### config.mk
export PLATFORM = sky130hd
export DESIGN_NAME = tws_top
export DESIGN_NICKNAME = d
export VERILOG_FILES = /design/src/rtl/tws_pkg.sv /design/src/rtl/tws_sync.sv /design/src/rtl/tws_ahb.sv /design/src/rtl/tws_top.sv
export SDC_FILE = /design/constraint.sdc
export NUM_CORES = 1
export LEC_CHECK = 0
export ABC_AREA = 1
export BUFFER_PORTS_ARGS = -buffer_cell sky130_fd_sc_hd__buf_2
export CAP_MARGIN = 20
export CORE_AREA = 2 2 124 126
export CTS_CLUSTER_DIAMETER = 40
export DETAILED_ROUTE_END_ITERATION = 10
export DIE_AREA = 0 0 126 128
export SLEW_MARGIN = 5
export SYNTH_ARGS = -nofsm -noshare
export SYNTH_HDL_FRONTEND = slang
export SYNTH_SLANG_ARGS = --single-unit
export TNS_END_PERCENT = 1
### constraint.sdc
create_clock -name hclk -period 5.1 [get_ports hclk]
set_clock_uncertainty 0.1 [all_clocks]
set_input_delay 0.255 -clock hclk [delete_from_list [all_inputs] [get_ports hclk]]
set_output_delay 0.255 -clock hclk [all_outputs]
set_load 0.05 [all_outputs]
### src/rtl/tws_pkg.sv
// constants, register map and state codes of the two-wire status unit
package tws_pkg;

  // ------------------------------------------------------------------
  // timing
  // ------------------------------------------------------------------
  localparam int unsigned CLK_NS = 20;
  localparam int unsigned BIT_NS = 10000;
  // quarter of a bit period in clock cycles, rounded down
  localparam int unsigned QTR_CYC = BIT_NS / (4 * CLK_NS);
  localparam logic [7:0] QTR_LOAD = 8'(QTR_CYC - 1);

  // ------------------------------------------------------------------
  // register byte offsets
  // ------------------------------------------------------------------
  localparam logic [7:0] OFF_CTRL = 8'h00;
  localparam logic [7:0] OFF_STAT = 8'h04;
  localparam logic [7:0] OFF_DATA = 8'h08;
  localparam logic [7:0] OFF_OWN = 8'h0c;
  localparam logic [7:0] OFF_IST = 8'h10;
  localparam logic [7:0] OFF_ICLR = 8'h14;
  localparam logic [7:0] OFF_IEN = 8'h18;

  // ------------------------------------------------------------------
  // control register fields
  // ------------------------------------------------------------------
  localparam int unsigned CB_FLAG = 7;
  localparam int unsigned CB_ACK = 6;
  localparam int unsigned CB_STA = 5;
  localparam int unsigned CB_STO = 4;
  localparam int unsigned CB_WCOL = 3;
  localparam int unsigned CB_EN = 2;

  // interrupt status, clear and enable share this layout
  localparam int unsigned IRQ_W = 3;
  localparam int unsigned IB_FLAG = 0;
  localparam int unsigned IB_WCOL = 1;
  localparam int unsigned IB_STOP = 2;

  // ------------------------------------------------------------------
  // status codes, low three bits always zero
  // ------------------------------------------------------------------
  localparam logic [7:0] SC_START = 8'h08;
  localparam logic [7:0] SC_RSTART = 8'h10;
  localparam logic [7:0] SC_WADR_ACK = 8'h18;
  localparam logic [7:0] SC_WADR_NACK = 8'h20;
  localparam logic [7:0] SC_DATA_SENT_ACKED = 8'h28;
  localparam logic [7:0] SC_DATA_SENT_NACKED = 8'h30;
  localparam logic [7:0] SC_RADR_ACK = 8'h40;
  localparam logic [7:0] SC_RADR_NACK = 8'h48;
  localparam logic [7:0] SC_DATA_RCVD_ACKED = 8'h50;
  localparam logic [7:0] SC_DATA_RCVD_NACKED = 8'h58;
  localparam logic [7:0] SC_SLV_WADR = 8'h60;
  localparam logic [7:0] SC_SLV_RX_ACK = 8'h80;
  localparam logic [7:0] SC_SLV_RX_NACK = 8'h88;
  localparam logic [7:0] SC_SLV_STOP = 8'ha0;
  localparam logic [7:0] SC_SLV_RADR = 8'ha8;
  localparam logic [7:0] SC_SLV_TX_ACK = 8'hb8;
  localparam logic [7:0] SC_SLV_TX_NACK = 8'hc0;
  localparam logic [7:0] SC_IDLE = 8'hf8;

  // ------------------------------------------------------------------
  // reset values and counters
  // ------------------------------------------------------------------
  localparam logic [7:0] CTRL_RST = 8'h00;
  localparam logic [6:0] OWN_RST = 7'h00;
  localparam logic [3:0] BIT_ACK = 4'h8;
  localparam logic [1:0] PH_DRV = 2'h0;
  localparam logic [1:0] PH_RISE = 2'h1;
  localparam logic [1:0] PH_SAMP = 2'h2;
  localparam logic [1:0] PH_FALL = 2'h3;

  typedef enum logic [4:0] {
    S_IDLE = 5'b00001,
    S_START = 5'b00010,
    S_XFER = 5'b00100,
    S_HOLD = 5'b01000,
    S_STOP = 5'b10000
  } tws_state_type;

endpackage : tws_pkg

### src/rtl/tws_sync.sv
// two-flop synchronisers with edge detection for the bus pins
`timescale 1ns/1ps
module tws_sync #(
  parameter int W = 2
) (
  // clock and reset
  input wire logic hclk,
  input wire logic hresetn,
  // raw pins and synchronised results
  input wire logic [W-1:0] pin_i,
  output logic [W-1:0] sync_o,
  output logic [W-1:0] rise_o,
  output logic [W-1:0] fall_o
);

  // ------------------------------------------------------------------
  // one chain per pin
  // ------------------------------------------------------------------
  genvar i;
  generate
    for (i = 0; i < W; i++) begin : g_pin
      logic meta_q;
      logic sync_q;
      logic prev_q;
      // idle bus is high, so reset to one to avoid false edges
      always_ff @(posedge hclk or negedge hresetn) begin
        if (!hresetn) begin
          meta_q <= 1'b1;
          sync_q <= 1'b1;
          prev_q <= 1'b1;
        end else begin
          meta_q <= pin_i[i];
          sync_q <= meta_q;
          prev_q <= sync_q;
        end
      end
      assign sync_o[i] = sync_q;
      assign rise_o[i] = sync_q & ~prev_q;
      assign fall_o[i] = ~sync_q & prev_q;
    end
  endgenerate

endmodule : tws_sync

### src/rtl/tws_ahb.sv
// ahb-lite slave front end: address capture, write strobe, read wait
`timescale 1ns/1ps
module tws_ahb (
  // clock and reset
  input wire logic hclk,
  input wire logic hresetn,
  // ahb-lite slave side
  input wire logic hsel,
  input wire logic [31:0] haddr,
  input wire logic [1:0] htrans,
  input wire logic hwrite,
  input wire logic hready,
  output logic [31:0] hrdata,
  output logic hreadyout,
  output logic hresp,
  // register side
  output logic [7:0] reg_addr,
  output logic reg_wr,
  output logic reg_rd,
  input wire logic [31:0] reg_rdata
);

  // ------------------------------------------------------------------
  // address phase accept
  // ------------------------------------------------------------------
  logic acc;
  logic [7:0] addr_q;
  logic wr_q;
  logic rd_q;
  logic rdy_q;
  logic [31:0] rdata_q;

  assign acc = hsel & htrans[1] & hready;

  // reads get one wait state so a write just before is already visible
  always_ff @(posedge hclk or negedge hresetn) begin
    if (!hresetn) begin
      addr_q <= 8'h00;
      wr_q <= 1'b0;
      rd_q <= 1'b0;
      rdy_q <= 1'b1;
      rdata_q <= 32'h0000_0000;
    end else begin
      if (acc) begin
        addr_q <= haddr[7:0];
      end
      wr_q <= acc & hwrite;
      rd_q <= acc & ~hwrite;
      rdy_q <= ~(acc & ~hwrite);
      if (rd_q) begin
        rdata_q <= reg_rdata;
      end
    end
  end

  assign reg_addr = addr_q;
  assign reg_wr = wr_q;
  assign reg_rd = rd_q;
  assign hrdata = rdata_q;
  assign hreadyout = rdy_q;
  assign hresp = 1'b0; // always okay

endmodule : tws_ahb

### src/rtl/tws_top.sv
// two-wire unit: status-driven byte engine with ahb-lite registers
`timescale 1ns/1ps
module tws_top (
  // clock and reset
  input wire logic hclk,
  input wire logic hresetn,
  // ahb-lite slave
  input wire logic hsel,
  input wire logic [31:0] haddr,
  input wire logic [1:0] htrans,
  input wire logic hwrite,
  input wire logic [2:0] hsize,
  input wire logic hready,
  input wire logic [31:0] hwdata,
  output logic [31:0] hrdata,
  output logic hreadyout,
  output logic hresp,
  // two-wire bus pins, open drain
  input wire logic scl_i,
  output logic scl_o,
  output logic scl_oe,
  input wire logic sda_i,
  output logic sda_o,
  output logic sda_oe,
  // interrupt
  output logic irq
);

  // ------------------------------------------------------------------
  // bus front end and pin synchronisers
  // ------------------------------------------------------------------
  logic [7:0] reg_addr;
  logic reg_wr;
  logic reg_rd;
  logic [31:0] reg_rdata;
  logic [1:0] pin_s;
  logic [1:0] pin_r;
  logic [1:0] pin_f;

  tws_ahb u_ahb (
    .hclk(hclk),
    .hresetn(hresetn),
    .hsel(hsel),
    .haddr(haddr),
    .htrans(htrans),
    .hwrite(hwrite),
    .hready(hready),
    .hrdata(hrdata),
    .hreadyout(hreadyout),
    .hresp(hresp),
    .reg_addr(reg_addr),
    .reg_wr(reg_wr),
    .reg_rd(reg_rd),
    .reg_rdata(reg_rdata)
  );

  // bit 1 is the clock line, bit 0 the data line
  tws_sync #(.W(2)) u_sync (
    .hclk(hclk),
    .hresetn(hresetn),
    .pin_i({scl_i, sda_i}),
    .sync_o(pin_s),
    .rise_o(pin_r),
    .fall_o(pin_f)
  );

  // ------------------------------------------------------------------
  // state
  // ------------------------------------------------------------------
  tws_pkg::tws_state_type state_q;
  logic flag_q, ack_en_q, sta_q, sto_q, wcol_q, en_q;
  logic [7:0] status_q;
  logic [7:0] data_q;
  logic [6:0] own_q;
  logic [tws_pkg::IRQ_W-1:0] ist_q;
  logic [tws_pkg::IRQ_W-1:0] ien_q;
  logic irq_q;
  logic [7:0] shreg_q;
  logic [3:0] bitcnt_q;
  logic [1:0] phase_q;
  logic [7:0] qcnt_q;
  logic master_q, first_q, tx_q, rw_q, nack_q, rep_q, sampled_q;
  logic busy_q;
  logic scl_oe_q, sda_oe_q;

  // ------------------------------------------------------------------
  // register decode
  // ------------------------------------------------------------------
  wire sel_ctrl = reg_addr == tws_pkg::OFF_CTRL;
  wire sel_stat = reg_addr == tws_pkg::OFF_STAT;
  wire sel_data = reg_addr == tws_pkg::OFF_DATA;
  wire sel_own = reg_addr == tws_pkg::OFF_OWN;
  wire sel_ist = reg_addr == tws_pkg::OFF_IST;
  wire sel_iclr = reg_addr == tws_pkg::OFF_ICLR;
  wire sel_ien = reg_addr == tws_pkg::OFF_IEN;
  wire wr_ctrl = reg_wr & sel_ctrl;
  wire wr_data = reg_wr & sel_data;
  // writing one to the flag bit clears it
  wire flag_clr = wr_ctrl & hwdata[tws_pkg::CB_FLAG];
  // out of the hold state, a byte only moves when enable is written together with the clear
  wire go = flag_clr & hwdata[tws_pkg::CB_EN];
  wire data_ok = wr_data & flag_q;
  wire data_col = wr_data & ~flag_q;
  wire [7:0] ctrl_rd = {flag_q, ack_en_q, sta_q, sto_q, wcol_q, en_q, 2'h0};
  // prescaler bits read as zero, software masks them anyway
  wire [7:0] stat_rd = {status_q[7:3], 3'h0};

  assign reg_rdata = sel_ctrl ? {24'h00_0000, ctrl_rd} :
                     sel_stat ? {24'h00_0000, stat_rd} :
                     sel_data ? {24'h00_0000, data_q} :
                     sel_own ? {24'h00_0000, own_q, 1'b0} :
                     sel_ist ? {29'h0000_0000, ist_q} :
                     sel_ien ? {29'h0000_0000, ien_q} : 32'h0000_0000;

  // ------------------------------------------------------------------
  // bus conditions and bit timing
  // ------------------------------------------------------------------
  wire scl_s = pin_s[1];
  wire sda_s = pin_s[0];
  wire bus_start = pin_f[0] & scl_s;
  wire bus_stop = pin_r[0] & scl_s;
  wire tick = qcnt_q == 8'h00;
  // the master waits in the sample phase while a slave stretches the clock
  wire ph_adv = tick & ~((phase_q == tws_pkg::PH_SAMP) & ~scl_s);
  wire m_samp = ph_adv & (phase_q == tws_pkg::PH_SAMP);
  wire m_fall = ph_adv & (phase_q == tws_pkg::PH_FALL);
  wire samp = master_q ? m_samp : pin_r[1];
  wire done = sampled_q & (master_q ? m_fall : pin_f[1]);
  wire ack_bit = bitcnt_q == tws_pkg::BIT_ACK;
  wire match = shreg_q[7:1] == own_q;
  // slaves acknowledge their address only when acking is enabled
  wire ack_out = (~master_q & first_q) ? (match & ack_en_q) : ack_en_q;
  // pulling low sends zero or an acknowledge, release sends one
  wire drv_oe = ack_bit ? (~tx_q & ack_out) : (tx_q & ~shreg_q[7]);
  wire byte_end = (state_q == tws_pkg::S_XFER) & done & ack_bit;
  wire slv_drop = ~master_q & first_q & ~(match & ack_en_q);
  wire slv_stop = ~master_q & bus_stop &
                  ((state_q == tws_pkg::S_XFER) |
                   (state_q == tws_pkg::S_HOLD));

  // status code posted at the end of a byte, per role
  logic [7:0] end_code;
  assign end_code = master_q ?
    (first_q ? (shreg_q[0] ? (nack_q ? tws_pkg::SC_RADR_NACK :
                                       tws_pkg::SC_RADR_ACK) :
                             (nack_q ? tws_pkg::SC_WADR_NACK :
                                       tws_pkg::SC_WADR_ACK)) :
     tx_q ? (nack_q ? tws_pkg::SC_DATA_SENT_NACKED :
                      tws_pkg::SC_DATA_SENT_ACKED) :
            (nack_q ? tws_pkg::SC_DATA_RCVD_NACKED :
                      tws_pkg::SC_DATA_RCVD_ACKED)) :
    (first_q ? (shreg_q[0] ? tws_pkg::SC_SLV_RADR :
                             tws_pkg::SC_SLV_WADR) :
     tx_q ? (nack_q ? tws_pkg::SC_SLV_TX_NACK :
                      tws_pkg::SC_SLV_TX_ACK) :
            (nack_q ? tws_pkg::SC_SLV_RX_NACK :
                      tws_pkg::SC_SLV_RX_ACK));

  wire start_end = (state_q == tws_pkg::S_START) & m_fall;
  wire flag_set = start_end | (byte_end & ~slv_drop) | (slv_stop & ~first_q);
  wire [tws_pkg::IRQ_W-1:0] ev;
  assign ev = {slv_stop | ((state_q == tws_pkg::S_STOP) & m_fall),
               data_col, flag_set};

  // ------------------------------------------------------------------
  // software-visible registers
  // ------------------------------------------------------------------
  // set wins over clear on every hardware flag
  always_ff @(posedge hclk or negedge hresetn) begin
    if (!hresetn) begin
      {flag_q, ack_en_q, sta_q, sto_q, wcol_q, en_q} <= tws_pkg::CTRL_RST[7:2];
      own_q <= tws_pkg::OWN_RST;
      ien_q <= '0;
      ist_q <= '0;
      irq_q <= 1'b0;
    end else begin
      flag_q <= flag_set | (flag_q & ~flag_clr);
      wcol_q <= data_col | (wcol_q & ~data_ok);
      if (wr_ctrl) begin
        ack_en_q <= hwdata[tws_pkg::CB_ACK];
        sta_q <= hwdata[tws_pkg::CB_STA];
        en_q <= hwdata[tws_pkg::CB_EN];
      end
      // stop bit self-clears once the stop has gone out
      if (wr_ctrl) begin
        sto_q <= hwdata[tws_pkg::CB_STO];
      end else if (ev[tws_pkg::IB_STOP] & master_q) begin
        sto_q <= 1'b0;
      end
      if (reg_wr & sel_own) begin
        own_q <= hwdata[7:1];
      end
      if (reg_wr & sel_ien) begin
        ien_q <= hwdata[tws_pkg::IRQ_W-1:0];
      end
      ist_q <= ev | (ist_q & ~({tws_pkg::IRQ_W{reg_wr & sel_iclr}} &
                               hwdata[tws_pkg::IRQ_W-1:0]));
      irq_q <= |(ist_q & ien_q);
    end
  end

  // quarter-bit divider, free running
  always_ff @(posedge hclk or negedge hresetn) begin
    if (!hresetn) begin
      qcnt_q <= tws_pkg::QTR_LOAD;
    end else begin
      qcnt_q <= tick ? tws_pkg::QTR_LOAD : qcnt_q - 8'h01;
    end
  end

  // ------------------------------------------------------------------
  // byte engine
  // ------------------------------------------------------------------
  always_ff @(posedge hclk or negedge hresetn) begin
    if (!hresetn) begin
      state_q <= tws_pkg::S_IDLE;
      status_q <= tws_pkg::SC_IDLE;
      data_q <= 8'h00;
      shreg_q <= 8'h00;
      bitcnt_q <= 4'h0;
      phase_q <= tws_pkg::PH_DRV;
      {master_q, first_q, tx_q, rw_q, nack_q, rep_q, sampled_q} <= 7'h00;
      busy_q <= 1'b0;
      scl_oe_q <= 1'b0;
      sda_oe_q <= 1'b0;
    end else begin
      busy_q <= bus_start | (busy_q & ~bus_stop);
      if (data_ok) begin
        data_q <= hwdata[7:0];
      end
      if (ph_adv) begin
        phase_q <= phase_q + 2'h1;
      end
      if (samp & (state_q == tws_pkg::S_XFER)) begin
        sampled_q <= 1'b1;
        if (ack_bit) begin
          nack_q <= sda_s;
        end else begin
          shreg_q <= {shreg_q[6:0], sda_s};
        end
      end
      if (!en_q) begin
        // disabling drops the bus at once
        state_q <= tws_pkg::S_IDLE;
        master_q <= 1'b0;
        scl_oe_q <= 1'b0;
        sda_oe_q <= 1'b0;
      end else begin
        case (state_q)
          tws_pkg::S_IDLE: begin
            if (sta_q & ~flag_q & ~busy_q) begin
              state_q <= tws_pkg::S_START;
              rep_q <= 1'b0;
              phase_q <= tws_pkg::PH_DRV;
            end else if (bus_start) begin
              state_q <= tws_pkg::S_XFER;
              {master_q, first_q, tx_q, sampled_q} <= 4'h4;
              bitcnt_q <= 4'h0;
            end
          end
          tws_pkg::S_START: begin
            if (ph_adv) begin
              case (phase_q)
                tws_pkg::PH_DRV: sda_oe_q <= 1'b0;
                tws_pkg::PH_RISE: scl_oe_q <= 1'b0;
                tws_pkg::PH_SAMP: sda_oe_q <= 1'b1;
                default: begin
                  // start is out: report it and park the clock low
                  scl_oe_q <= 1'b1;
                  status_q <= rep_q ? tws_pkg::SC_RSTART :
                                      tws_pkg::SC_START;
                  {master_q, first_q} <= 2'h3;
                  state_q <= tws_pkg::S_HOLD;
                end
              endcase
            end
          end
          tws_pkg::S_XFER: begin
            if (master_q & ph_adv) begin
              case (phase_q)
                tws_pkg::PH_DRV: sda_oe_q <= drv_oe;
                tws_pkg::PH_RISE: scl_oe_q <= 1'b0;
                tws_pkg::PH_SAMP: sda_oe_q <= sda_oe_q;
                default: scl_oe_q <= 1'b1;
              endcase
            end else if (~master_q & ~scl_s) begin
              sda_oe_q <= drv_oe; // data changes only while clock is low
            end
            if (done) begin
              sampled_q <= 1'b0;
              if (ack_bit) begin
                sda_oe_q <= 1'b0;
                first_q <= 1'b0;
                if (first_q) begin
                  rw_q <= shreg_q[0];
                end
                if (~tx_q) begin
                  data_q <= shreg_q;
                end
                if (slv_drop) begin
                  state_q <= tws_pkg::S_IDLE;
                end else begin
                  status_q <= end_code;
                  state_q <= tws_pkg::S_HOLD;
                  scl_oe_q <= 1'b1;
                end
              end else begin
                bitcnt_q <= bitcnt_q + 4'h1;
              end
            end
            if (slv_stop) begin
              state_q <= tws_pkg::S_IDLE;
              sda_oe_q <= 1'b0;
              if (~first_q) begin
                status_q <= tws_pkg::SC_SLV_STOP;
              end
            end
          end
          tws_pkg::S_HOLD: begin
            // nothing moves on the bus until software clears the flag
            if (slv_stop) begin
              state_q <= tws_pkg::S_IDLE;
              scl_oe_q <= 1'b0;
              status_q <= tws_pkg::SC_SLV_STOP;
            end else if (go) begin
              phase_q <= tws_pkg::PH_DRV;
              if (master_q & hwdata[tws_pkg::CB_STO]) begin
                state_q <= tws_pkg::S_STOP;
              end else if (master_q & hwdata[tws_pkg::CB_STA]) begin
                state_q <= tws_pkg::S_START;
                rep_q <= 1'b1;
              end else if (~master_q & nack_q) begin
                state_q <= tws_pkg::S_IDLE;
                scl_oe_q <= 1'b0;
              end else begin
                state_q <= tws_pkg::S_XFER;
                shreg_q <= data_q;
                bitcnt_q <= 4'h0;
                sampled_q <= 1'b0;
                tx_q <= master_q ? (first_q | ~rw_q) : rw_q;
                if (~master_q) begin
                  scl_oe_q <= 1'b0;
                end
              end
            end
          end
          tws_pkg::S_STOP: begin
            if (ph_adv) begin
              case (phase_q)
                tws_pkg::PH_DRV: sda_oe_q <= 1'b1;
                tws_pkg::PH_RISE: scl_oe_q <= 1'b0;
                tws_pkg::PH_SAMP: sda_oe_q <= 1'b0;
                default: begin
                  state_q <= tws_pkg::S_IDLE;
                  master_q <= 1'b0;
                  status_q <= tws_pkg::SC_IDLE;
                end
              endcase
            end
          end
          default: state_q <= tws_pkg::S_IDLE;
        endcase
      end
    end
  end

  // ------------------------------------------------------------------
  // outputs
  // ------------------------------------------------------------------
  // open drain: the pin level is always low when driven
  assign scl_o = 1'b0;
  assign sda_o = 1'b0;
  assign scl_oe = scl_oe_q;
  assign sda_oe = sda_oe_q;
  assign irq = irq_q;

endmodule : tws_top

## Word level (Yosys, flattened, before mapping)

Cells that the tools add are included.

| word-level totals | value |
|---|---|
| flip-flop bits (word level) | 122 |
| logic and storage cells | 347 |

| operators by class | value |
|---|---|
| add/subtract/negate cells | 3 |
| equality and inequality tests | 52 |
| multiplexer cells | 151 |
| bitwise gates (word level) | 81 |
| reduce and logical (&&, ||, !) cells | 22 |

Operators by type and width:

| operator | number |
|---|---|
| $mux 8 | 33 |
| $mux 5 | 15 |
| $mux 1 | 61 |
| $mux 4 | 13 |
| $and 1x1->1 | 49 |
| $mux 7 | 5 |
| $ne 2x2->1 const B | 16 |
| $pmux 8 s4 | 1 |
| $pmux 5 s5 | 1 |
| $eq 8x5->1 const B | 3 |
| $ne 4x4->1 const B | 6 |
| $reduce_and 8->1 | 3 |
| $reduce_and 7->1 | 3 |
| $not 1->1 | 19 |
| $ne 3x3->1 const B | 6 |
| $eq 8x4->1 const B | 2 |
| $logic_not 8->1 | 2 |
| $mux 3 | 4 |
| $pmux 1 s3 | 4 |
| $pmux 4 s3 | 1 |
| $reduce_and 11->1 | 1 |
| $mux 2 | 5 |
| $pmux 1 s2 | 5 |
| $reduce_and 5->1 | 2 |
| other kinds (34) | 49 |

## Logic depth before layout (Yosys ltp)

Gate-level depths: netlist of run 1.

| depth | value |
|---|---|
| word-level depth | 15 |
| depth in mapped cells | 14 |
| mapped depth without buffers | 14 |

## Modules after synthesis

A second synthesis of run 1 with hierarchy kept.

| second synthesis, totals | value |
|---|---|
| cell total of the unflattened synthesis | 859 |
| area, all modules | 6,747.7 sq um |

By module, submodules not included:

| module | times used | cells each | area each (sq um) |
|---|---|---|---|
| tws_top | 1 | 663 | 4,675.7 |
| tws_ahb | 1 | 180 | 1,869.3 |
| tws_sync | 1 | 16 | 202.7 |

## Worst setup path before layout of run 1

No wires, ideal clock.

| timing | value |
|---|---|
| kind | reg2reg |
| start | register phase_q[0] |
| end | register data_q[6] |
| library setup time | 118 ps |
| arrival time | 1,648 ps |
| required time | 4,882 ps |
| slack | 3,234 ps |
| cell stages (with the launch flop) | 12 |
| buffers on the path | 1 |
| clock period less this slack | 1,866 ps |
| cell sequence | dfrtp_1 > inv_1 > ha_1 > nand2_1 > nand3_2 > nand2_1 > nand3_2 > inv_2 > nand4_4 > buf_6 > nand2_1 > o21ai_2 |

| between the ends | value |
|---|---|
| cells in the longest elaborated chain, start to end | 10 |

Ends and longest elaborated chain:

| item | line | text |
|---|---|---|
| from (decl) | tws_top.sv:80 | `logic [1:0] phase_q;` |
| from (signal assigned) | tws_top.sv:221 | `phase_q <= tws_pkg::PH_DRV;` |
| from (signal assigned) | tws_top.sv:232 | `phase_q <= phase_q + 2'h1;` |
| from (signal assigned) | tws_top.sv:254 | `phase_q <= tws_pkg::PH_DRV;` |
| $eq 2x2->1 | tws_top.sv:124 | `wire ph_adv = tick & ~((phase_q == tws_pkg::PH_SAMP) & ~scl_s);` |
| $and 1x1->1 | tws_top.sv:124 |  |
| $not 1->1 | tws_top.sv:124 |  |
| $and 1x1->1 | tws_top.sv:124 |  |
| $and 1x1->1 (*) | tws_top.sv:126 | `wire m_fall = ph_adv & (phase_q == tws_pkg::PH_FALL);` |
| $mux 1 (*) | tws_top.sv:128 | `wire done = sampled_q & (master_q ? m_fall : pin_f[1]);` |
| $and 1x1->1 (*) | tws_top.sv:128 |  |
| $mux 8 (*) | tws_top.sv:289 | `if (done) begin` |
| $mux 8 (*) | tws_top.sv:249 | `case (state_q)` |
| $mux 8 (*) | tws_top.sv:242 | `if (!en_q) begin` |
| to (signal assigned) | tws_top.sv:229 | `data_q <= hwdata[7:0];` |
| to (signal assigned) | tws_top.sv:298 | `data_q <= shreg_q;` |
| to (decl) | tws_top.sv:73 | `logic [7:0] data_q;` |

Every way passes the cells marked *; elsewhere a longest branch is shown, timed or not.
A chain may end at the register's enable or synchronous reset.

## Final worst setup path of run 1

| timing | value |
|---|---|
| start | register master_q |
| end | register shreg_q[3] |

| between the ends | value |
|---|---|
| cells in the longest elaborated chain, start to end | 10 |

Ends and longest elaborated chain:

| item | line | text |
|---|---|---|
| from (decl) | tws_top.sv:82 | `logic master_q, first_q, tx_q, rw_q, nack_q, rep_q, sampled_q;` |
| from (signal assigned) | tws_top.sv:222 | `{master_q, first_q, tx_q, rw_q, nack_q, rep_q, sampled_q} <= 7'h00;` |
| from (signal assigned) | tws_top.sv:245 | `master_q <= 1'b0;` |
| from (signal assigned) | tws_top.sv:257 | `{master_q, first_q, tx_q, sampled_q} <= 4'h4;` |
| $mux 1 | tws_top.sv:127 | `wire samp = master_q ? m_samp : pin_r[1];` |
| $and 1x1->1 | tws_top.sv:234 | `if (samp & (state_q == tws_pkg::S_XFER)) begin` |
| $mux 8 | tws_top.sv:234 |  |
| $mux 8 | tws_top.sv:332 | `end else if (~master_q & nack_q) begin` |
| $mux 8 | tws_top.sv:329 | `end else if (master_q & hwdata[tws_pkg::CB_STA]) begin` |
| $mux 8 | tws_top.sv:327 | `if (master_q & hwdata[tws_pkg::CB_STO]) begin` |
| $mux 8 | tws_top.sv:325 | `end else if (go) begin` |
| $mux 8 | tws_top.sv:321 | `if (slv_stop) begin` |
| $mux 8 | tws_top.sv:249 |  |
| $mux 8 (*) | tws_top.sv:242 |  |
| to (signal assigned) | tws_top.sv:239 | `shreg_q <= {shreg_q[6:0], sda_s};` |
| to (signal assigned) | tws_top.sv:337 | `shreg_q <= data_q;` |
| to (decl) | tws_top.sv:78 | `logic [7:0] shreg_q;` |

Marked as above.

==> results.md, run 1 <==
- Die ar.: roughly 16,000 um^2
- Later-pin clock latency in the skew report: 0.37 ns
- First-pass GRT wire length: about 23,000 um
- DP Worst Slack: 2.77 ns
- Drt via density: 4.96
- Reg-to-reg startpoint: master_q
- Least-Margin Pin Slew: around 0.7 ns
- Final hold vios: 0
- Worst flop-to-flop path endpoint: shreg_q[3]
- Inserted Clock Buffers: 9
- Final Util: 43.2%
- Kind of end point of the critical path: flip-flop
- Post-Layout Cell Count: 986
- Clock root cell: clkbuf_16
- Clk slew on worst S/H paths: around 0.08 ns
- Largest family of logic cells by synthesized area: simple AND/OR/NAND/NOR gates
- Synth Area in Compound Gates: 15.6%
- Layout cells sized above 1: 17.7%
- Pins Over Slew Limit: 0
- YS warnings: 0
- Ys flop type: dfrtp_1
- Worst EP arrival: 2.49 ns
- Total track usage: 18.4%
- Final period util: around 46%
- Total Wirelength: around 14,000 um
- RD Place Congestion: 0.944
- Crit path buf inv count: 3
- Fin nets: 882
- Worst Path Max Fanout: 16
- Hold Crit Class: primary input to flip-flop
- Hold path depth: 2
- DP HPWL: between 10,000 and 15,000 um
- Count leader, synth: nand2_1
- Post-synthesis register bit count: 95
- Synth area leader: dfrtp_1
- Most used cell, CP: inv_2
- Mapped Area: 5810 um^2
- Worst path top cell family by delay: simple AND/OR/NAND/NOR gates
- Initial DRC Count: 378
- Number of I/O pins: approximately 120
- DRC: 0
- Fraction of the mapped netlist area in adder cells: roughly 2.8%
- Status: finished, final reports clean
- Seq/Total Area, Yosys: 41.3%
- Avg WL per Cell: 14.3 um
- VDD IR max: 218 uV
- H-tree depth: 3
- Required @ worst endpoint: 5.25 ns
- Worst setup SP type: flip-flop
- Post-CTS setup buffer count: 0
- Final setup vio count: 0
- Max Cap Viol: 0
- Synth Instances: between 700 and 800
- Crit Path Class: flip-flop to flip-flop
- F_max: 0.428 GHz
- Simple logic cell fraction of the synthesized area: 26.3%
- Worst Reg-to-Reg Cells: 9
- Rows: 45
- Setup TNS Final: 0 ns
- CTS tree: yes
- Placed cells: about 970
- Worst hold endpoint: u_ahb.reg_addr[0]
- WP depth: 9
- Initial core utilization: 39.1%
- Via count: 4,886
- Ordered cell list for the critical path: inv_2 > nand2_1 > inv_2 > nor3_1 > inv_2 > nor3_4 > nand3_4 > nand2_1 > o21ai_2
- Port Buffer Count: 35
- Initial antenna violation count: 0
- Gr ovfl total: 0
- RSZ-0062 raised after global routing: no
- Synth-to-Final Area Change: 10.4%
- Synth top cells by count: nand2_1, inv_1, dfrtp_1
- Maximum root-to-sink buffer count: 2
- Top cells by area, synth: dfrtp_1, nand2_1, dfstp_2
- Slew HR: 53.1%
- Post-route ant nets: 0
- Clock net sink count: 95
- Vias in the first global route: roughly 4,500
- Die X: 126 um
- Synthesized area per cell: approximately 7.7 um^2
- LEAKAGE: 0.00328 uW
- Mux contribution to synthesized area: 0.388%
- Tmin final: 2.34 ns
- Synth async-reset ratio: 100%
- # diodes: 0
- Pin count of the biggest net entering global routing: 54
- Crit-path max cell delay: 0.72 ns
- Die outline height: between 100 and 150 um
- Reg-to-reg slack, setup: around 2.8 ns
- Post-synth cell types: 44
- Fraction of synthesized cell area in xor and xnor cells: less than 1%
- Hold path start: haddr[0]
- Top cell type's share of synthesized area: 33.2%
- Worst setup margin: 2.76 ns
- EDFF count, synth: 0
- Core area: ~15,000 um^2
- Pwr dens: about 400 nW/um^2
- Number of detailed-route iterations in the first pass: 4
- Slowest CP cell: dfrtp_1
-- power by group --
group          leakage, uW  internal, uW  total [uW]  switching [uW]
clock             0.000158           436         756             320
sequential         0.00109           850         949            98.7
combinational      0.00203           246         836             590
-- how the worst max path moves through the flow --
stage	startpoint	end	slack [ns]
after CTS	master_q	shreg_q[3]	2.77
final	master_q	shreg_q[3]	2.76
after global routing	master_q	shreg_q[2]	2.55
after detailed placement	master_q	shreg_q[7]	2.77
after floorplan	phase_q[0]	data_q[6]	3.23
after global placement	master_q	shreg_q[3]	2.76
-- sequential cells by signal, indices dropped and copies added, names as in the netlist, 2 cells and up, named ones only --
name	flops
bitcnt_q	4
data_q	8
ien_q	3
ist_q	3
own_q	7
phase_q	2
qcnt_q	8
shreg_q	8
state_q	5
status_q	5
u_ahb.hrdata	8
u_ahb.reg_addr	8
u_sync.g_pin.meta_q	2
u_sync.g_pin.prev_q	2
u_sync.g_pin.sync_q	2
-- logic make-up (layout without fill, tap and decap cells) --
logic type                 Yosys count  count (layout)
AOI/OAI and AO/OA                  157             157
xor gates and xnor gates             5               5
adders and majority gates           13              13
buffers and inverters              163             180
DFF                                 95              95
muxes                                2               2
other                                1              27
and+or+nand+nor                    319             319
-- per-layer routing --
layer / global-route usage, % / wire, um / vias to the layer above
met3: 2.42 / 559 / 17
met4: 7.82 / 284 / 0
met5: 0 / 0 / -
li1: - / - / 2471
met1: 26.6 / 6870 / 2275
met2: 28.0 / 6380 / 123
-- area by class of cell --
| cell class | count | area, um^2 |
|---|---|---|
| Clock buffer | 9 | 225 |
| Clock inverter | 7 | 101 |
| Sequential cell | 95 | 2400 |
| Multi-Input combinational cell | 523 | 2760 |
| Inverter | 124 | 465 |
| Fill cell | 1577 | 8450 |
| Timing Repair Buffer | 40 | 225 |
| Tap cell | 188 | 235 |
-- metrics by stage --
stage,area (um^2),hold WS (ns),total power [uW]
2_1_floorplan,5910,-0.141,1600
3_3_place_gp,6050,0.236,1780
3_5_place_dp,6050,0.239,1790
4_1_cts,6410,0.0122,2550
5_1_grt,6410,0.0150,2710
6_report,6410,0.0189,2540
-- layout by cell type, fill, tap and decap left out, types with 26 or more instances in the layout --
| master | n |
|---|---|
| nand2_1 | 143 |
| dfrtp_1 | 77 |
| buf_2 | 34 |
| nand3_1 | 46 |
| nor2_1 | 70 |
| inv_1 | 108 |
| a21oi_1 | 32 |
| conb_1 | 27 |
| o21ai_1 | 26 |
| o21ai_0 | 60 |
-- repair_timing --
action / CTS / global route
hold buffers: 4 / 0
resized for setup: 0 / 0
hold endpoints to repair: 39 / 0
(Power assumes the default switching activity.)
==> inputs of run 2 (changes only) <==
==> constraint.sdc (replaced) <==
create_clock -name hclk -period 2 [get_ports hclk]
set_clock_uncertainty 0.1 [all_clocks]
set_input_delay 0.1 -clock hclk [delete_from_list [all_inputs] [get_ports hclk]]
set_output_delay 0.1 -clock hclk [all_outputs]
set_load 0.05 [all_outputs]
==> run 2 against run 1 <==
  * Non-clock buffer count is 64 higher
  * Combinational power grew to 3.4 times the previous value
  * Maximum frequency is 22% higher
  * Clock power is 120% higher
  * Largest power group is now combinational logic
  * Sequential power grew to 2.5 times the previous value
  * Worst hold slack better by 0.017 ns
  * Critical endpoint is now status_q[4]
  * Highest routed layer unchanged
  * Wire length is 6.7% higher
  * Total power grew to 2.7 times the previous value
  * Cell count is 6.6% higher
  * First-iteration DRC count is 14% lower
  * Utilization is 4.9 points higher
  * Critical path depth is 1 higher
==> results.md, run 2 (synthesis results as in run 1) <==
- P_int: 4050 uW (+160%)
- Met1 GRT Util: 27.4% (+0.88 points)
- Synth-to-Final Area Change: 23.0%
- Post-Layout Cell Count: 1,051 (+6.6%)
- Post-route cell area: 7150 um^2 (+11%)
- Required @ worst endpoint: 2.18 ns (-3.07 ns)
- RSZ-0062 raised after global routing: yes
- GR met2 Demand/Resource: 29.1% (+1.1 points)
- Post-route ant nets: 0 (unchanged)
- Fillers: 1,474 (-6.5%)
- Total Wirelength: 15,000 um (+6.7%)
- Die ar.: 16,100 um^2 (unchanged)
- H-tree depth: 3 (unchanged)
- Placed cells: 1,010 (+4.6%)
- Worst Path Max Fanout: 5 (-11)
- Drt via density: 4.93 (-0.50%)
- Layout cells sized above 1: 26.7% (+9.0 points)
- Clock net sink count: 95 (unchanged)
- Worst EP arrival: 2.09 ns (-0.40 ns)
- Final Util: 48.1% (+4.9 points)
- Slew HR: 62.0% (+8.9 points)
- Crit Path Class: flip-flop to flip-flop
- Pwr dens: 963 nW/um^2 (+140%)
- RD Place Congestion: 0.925 (-2.0%)
- Kind of end point of the critical path: flip-flop
- Number of detailed-route iterations in the first pass: 4 (unchanged)
- CTS tree: yes
- Worst Reg-to-Reg Cells: 10 (+1)
- Tmin final: 1.91 ns (-0.424 ns)
- Least-Margin Pin Slew: 0.568 ns (-0.135 ns)
- Highest-count cells in the layout ignoring fill and taps: nand2_1, inv_1, dfrtp_1
- Vias in the first global route: 4,687 (+3.9%)
- Hold Crit Class: primary input to flip-flop
- Inserted Clock Buffers: 9 (unchanged)
- Initial antenna violation count: 0 (unchanged)
- Max Cap Viol: 0 (unchanged)
- Maximum root-to-sink buffer count: 2 (unchanged)
- DP Area: 6400 um^2 (+5.9%)
- Die X: 126 um (unchanged)
- LEAKAGE: 0.00362 uW (+10%)
- Final period util: 95.6% (+50 points)
- Register area: 2400 um^2 (about the same)
- Net Sw Power: 2840 uW (+180%)
- Initial DRC Count: 325 (-14%)
- Hold path depth: 3 (+1)
- F_max: 0.523 GHz (+22%)
- Net switching share of the total power: 41.2% (+1.5 points)
- Gate power share: 40.8% (+7.9 points)
- Commonest non-fill, non-tap cell in the layout: nand2_1
- Gr ovfl total: 0 (unchanged)
- Final setup vio count: 0 (unchanged)
- Sequential share of power: 34.6% (-2.8 points)
- Status: finished, final reports clean
- Clock root cell: clkbuf_16
- Later-pin clock latency in the skew report: 0.35 ns (-0.02 ns)
- Final hold vios: 0 (unchanged)
- Clk pwr share: 24.6% (-5.1 points)
- Pin count of the biggest net entering global routing: 40 (-26%)
- Die outline height: 128 um (unchanged)
- Via count: 5,182 (+6.1%)
- Clk slew on worst S/H paths: 0.07 ns (about the same)
- Multi-input logic area: 2990 um^2 (+8.1%)
- Pins Over Slew Limit: 0 (unchanged)
- Avg WL per Cell: 14.3 um (+0.15%)
- Rows: 45 (unchanged)
- DP HPWL: 11,100 um (+5.9%)
- Min Hold Slack: 0.0355 ns (+0.0166 ns)
- Number of I/O pins: 115 (unchanged)
- Core area: 14,900 um^2 (unchanged)
- Met3 Usage GRT: 2.59% (+0.17 points)
- DRC: 0 (unchanged)
- Initial core utilization: 39.1% (unchanged)
- Fin nets: 947 (+7.4%)
- VDD IR max: 464 uV (+110%)
- GR peak layer: met2
- First-pass GRT wire length: 24,300 um (+4.2%)
- Worst setup SP type: flip-flop
- Port Buffer Count: 35 (unchanged)
- # diodes: 0 (unchanged)
- Total track usage: 18.9% (+0.43 points)
==> run 2: final cells by class <==
| type | count | share of cell area, % |
|---|---|---|
| well taps | 188 | 3.29 |
| multi-input cells | 524 | 41.7 |
| inverters | 124 | 6.51 |
| clock inverters | 6 | 0.735 |
| clock buffers | 10 | 3.20 |
| flip-flops and latches | 95 | 33.6 |
| repair buffers | 104 | 10.9 |
==> run 2: stage by stage <==
| step | setup slack, ns | total power [uW] | TNS (ns) |
|---|---|---|---|
| floorplan | 0.134 | 4090 | 0 |
| global route | -0.0408 | 7330 | -0.176 |
| detailed placement | -0.0526 | 4850 | -0.226 |
| CTS | -0.00296 | 6580 | -0.00296 |
| finish | 0.0879 | 6890 | 0 |
| global placement | -0.0153 | 4840 | -0.0153 |
==> run 2: timing repair <==
| item | in CTS | in global routing |
|---|---|---|
| cloned | 0 | 1 |
| setup endpoints to repair | 6 | 45 |
| setup buffers | 0 | 6 |
| hold buffers | 18 | 0 |
| gates resized for setup | 1 | 52 |
| pin swaps | 0 | 10 |
| endpoints found under the hold margin | 92 | 0 |
==> run 2: per-layer routing <==
layer | share of wire (%) | vias up
met5 | 0 | -
met4 | 2.0 | 0
met3 | 4.4 | 23
met2 | 46 | 142
met1 | 47 | 2422
li1 | - | 2595
==> run 2: final timing paths <==
check,startpoint,endpoint,slack (ns)
hold / removal,hwdata[7],own_q[6],0.04
setup reg to reg,state_q[1],status_q[4],0.09
min in group asynchronous,hresetn,bitcnt_q[0],0.13
setup / recovery,state_q[1],status_q[4],0.09
hold reg to reg,u_sync.g_pin[0].meta_q,u_sync.g_pin[0].sync_q,0.25
max in group asynchronous,hresetn,status_q[7],0.97
==> run 2: worst max-delay path: stages, from the launching register on <==
cell and delay [ns]:
dfrtp_2 0.44, nor2_4 0.20, nand4_4 0.20, nand2_4 0.11
buf_4 0.14, nor2_1 0.05, nor2_1 0.13, nand2_2 0.14
nor2_4 0.13, o21a_1 0.13, a21oi_1 0.06
==> run 2: power by group through the flow <==
| stage | sequential [uW] | combinational, uW | clock (uW) |
|---|---|---|---|
| 2_1_floorplan | 2410 | 1680 | 0 |
| 3_3_place_gp | 2390 | 2440 | 0 |
| 3_5_place_dp | 2400 | 2450 | 0 |
| 4_1_cts | 2360 | 2490 | 1730 |
| 5_1_grt | 2410 | 3110 | 1810 |
| 6_report | 2380 | 2810 | 1700 |
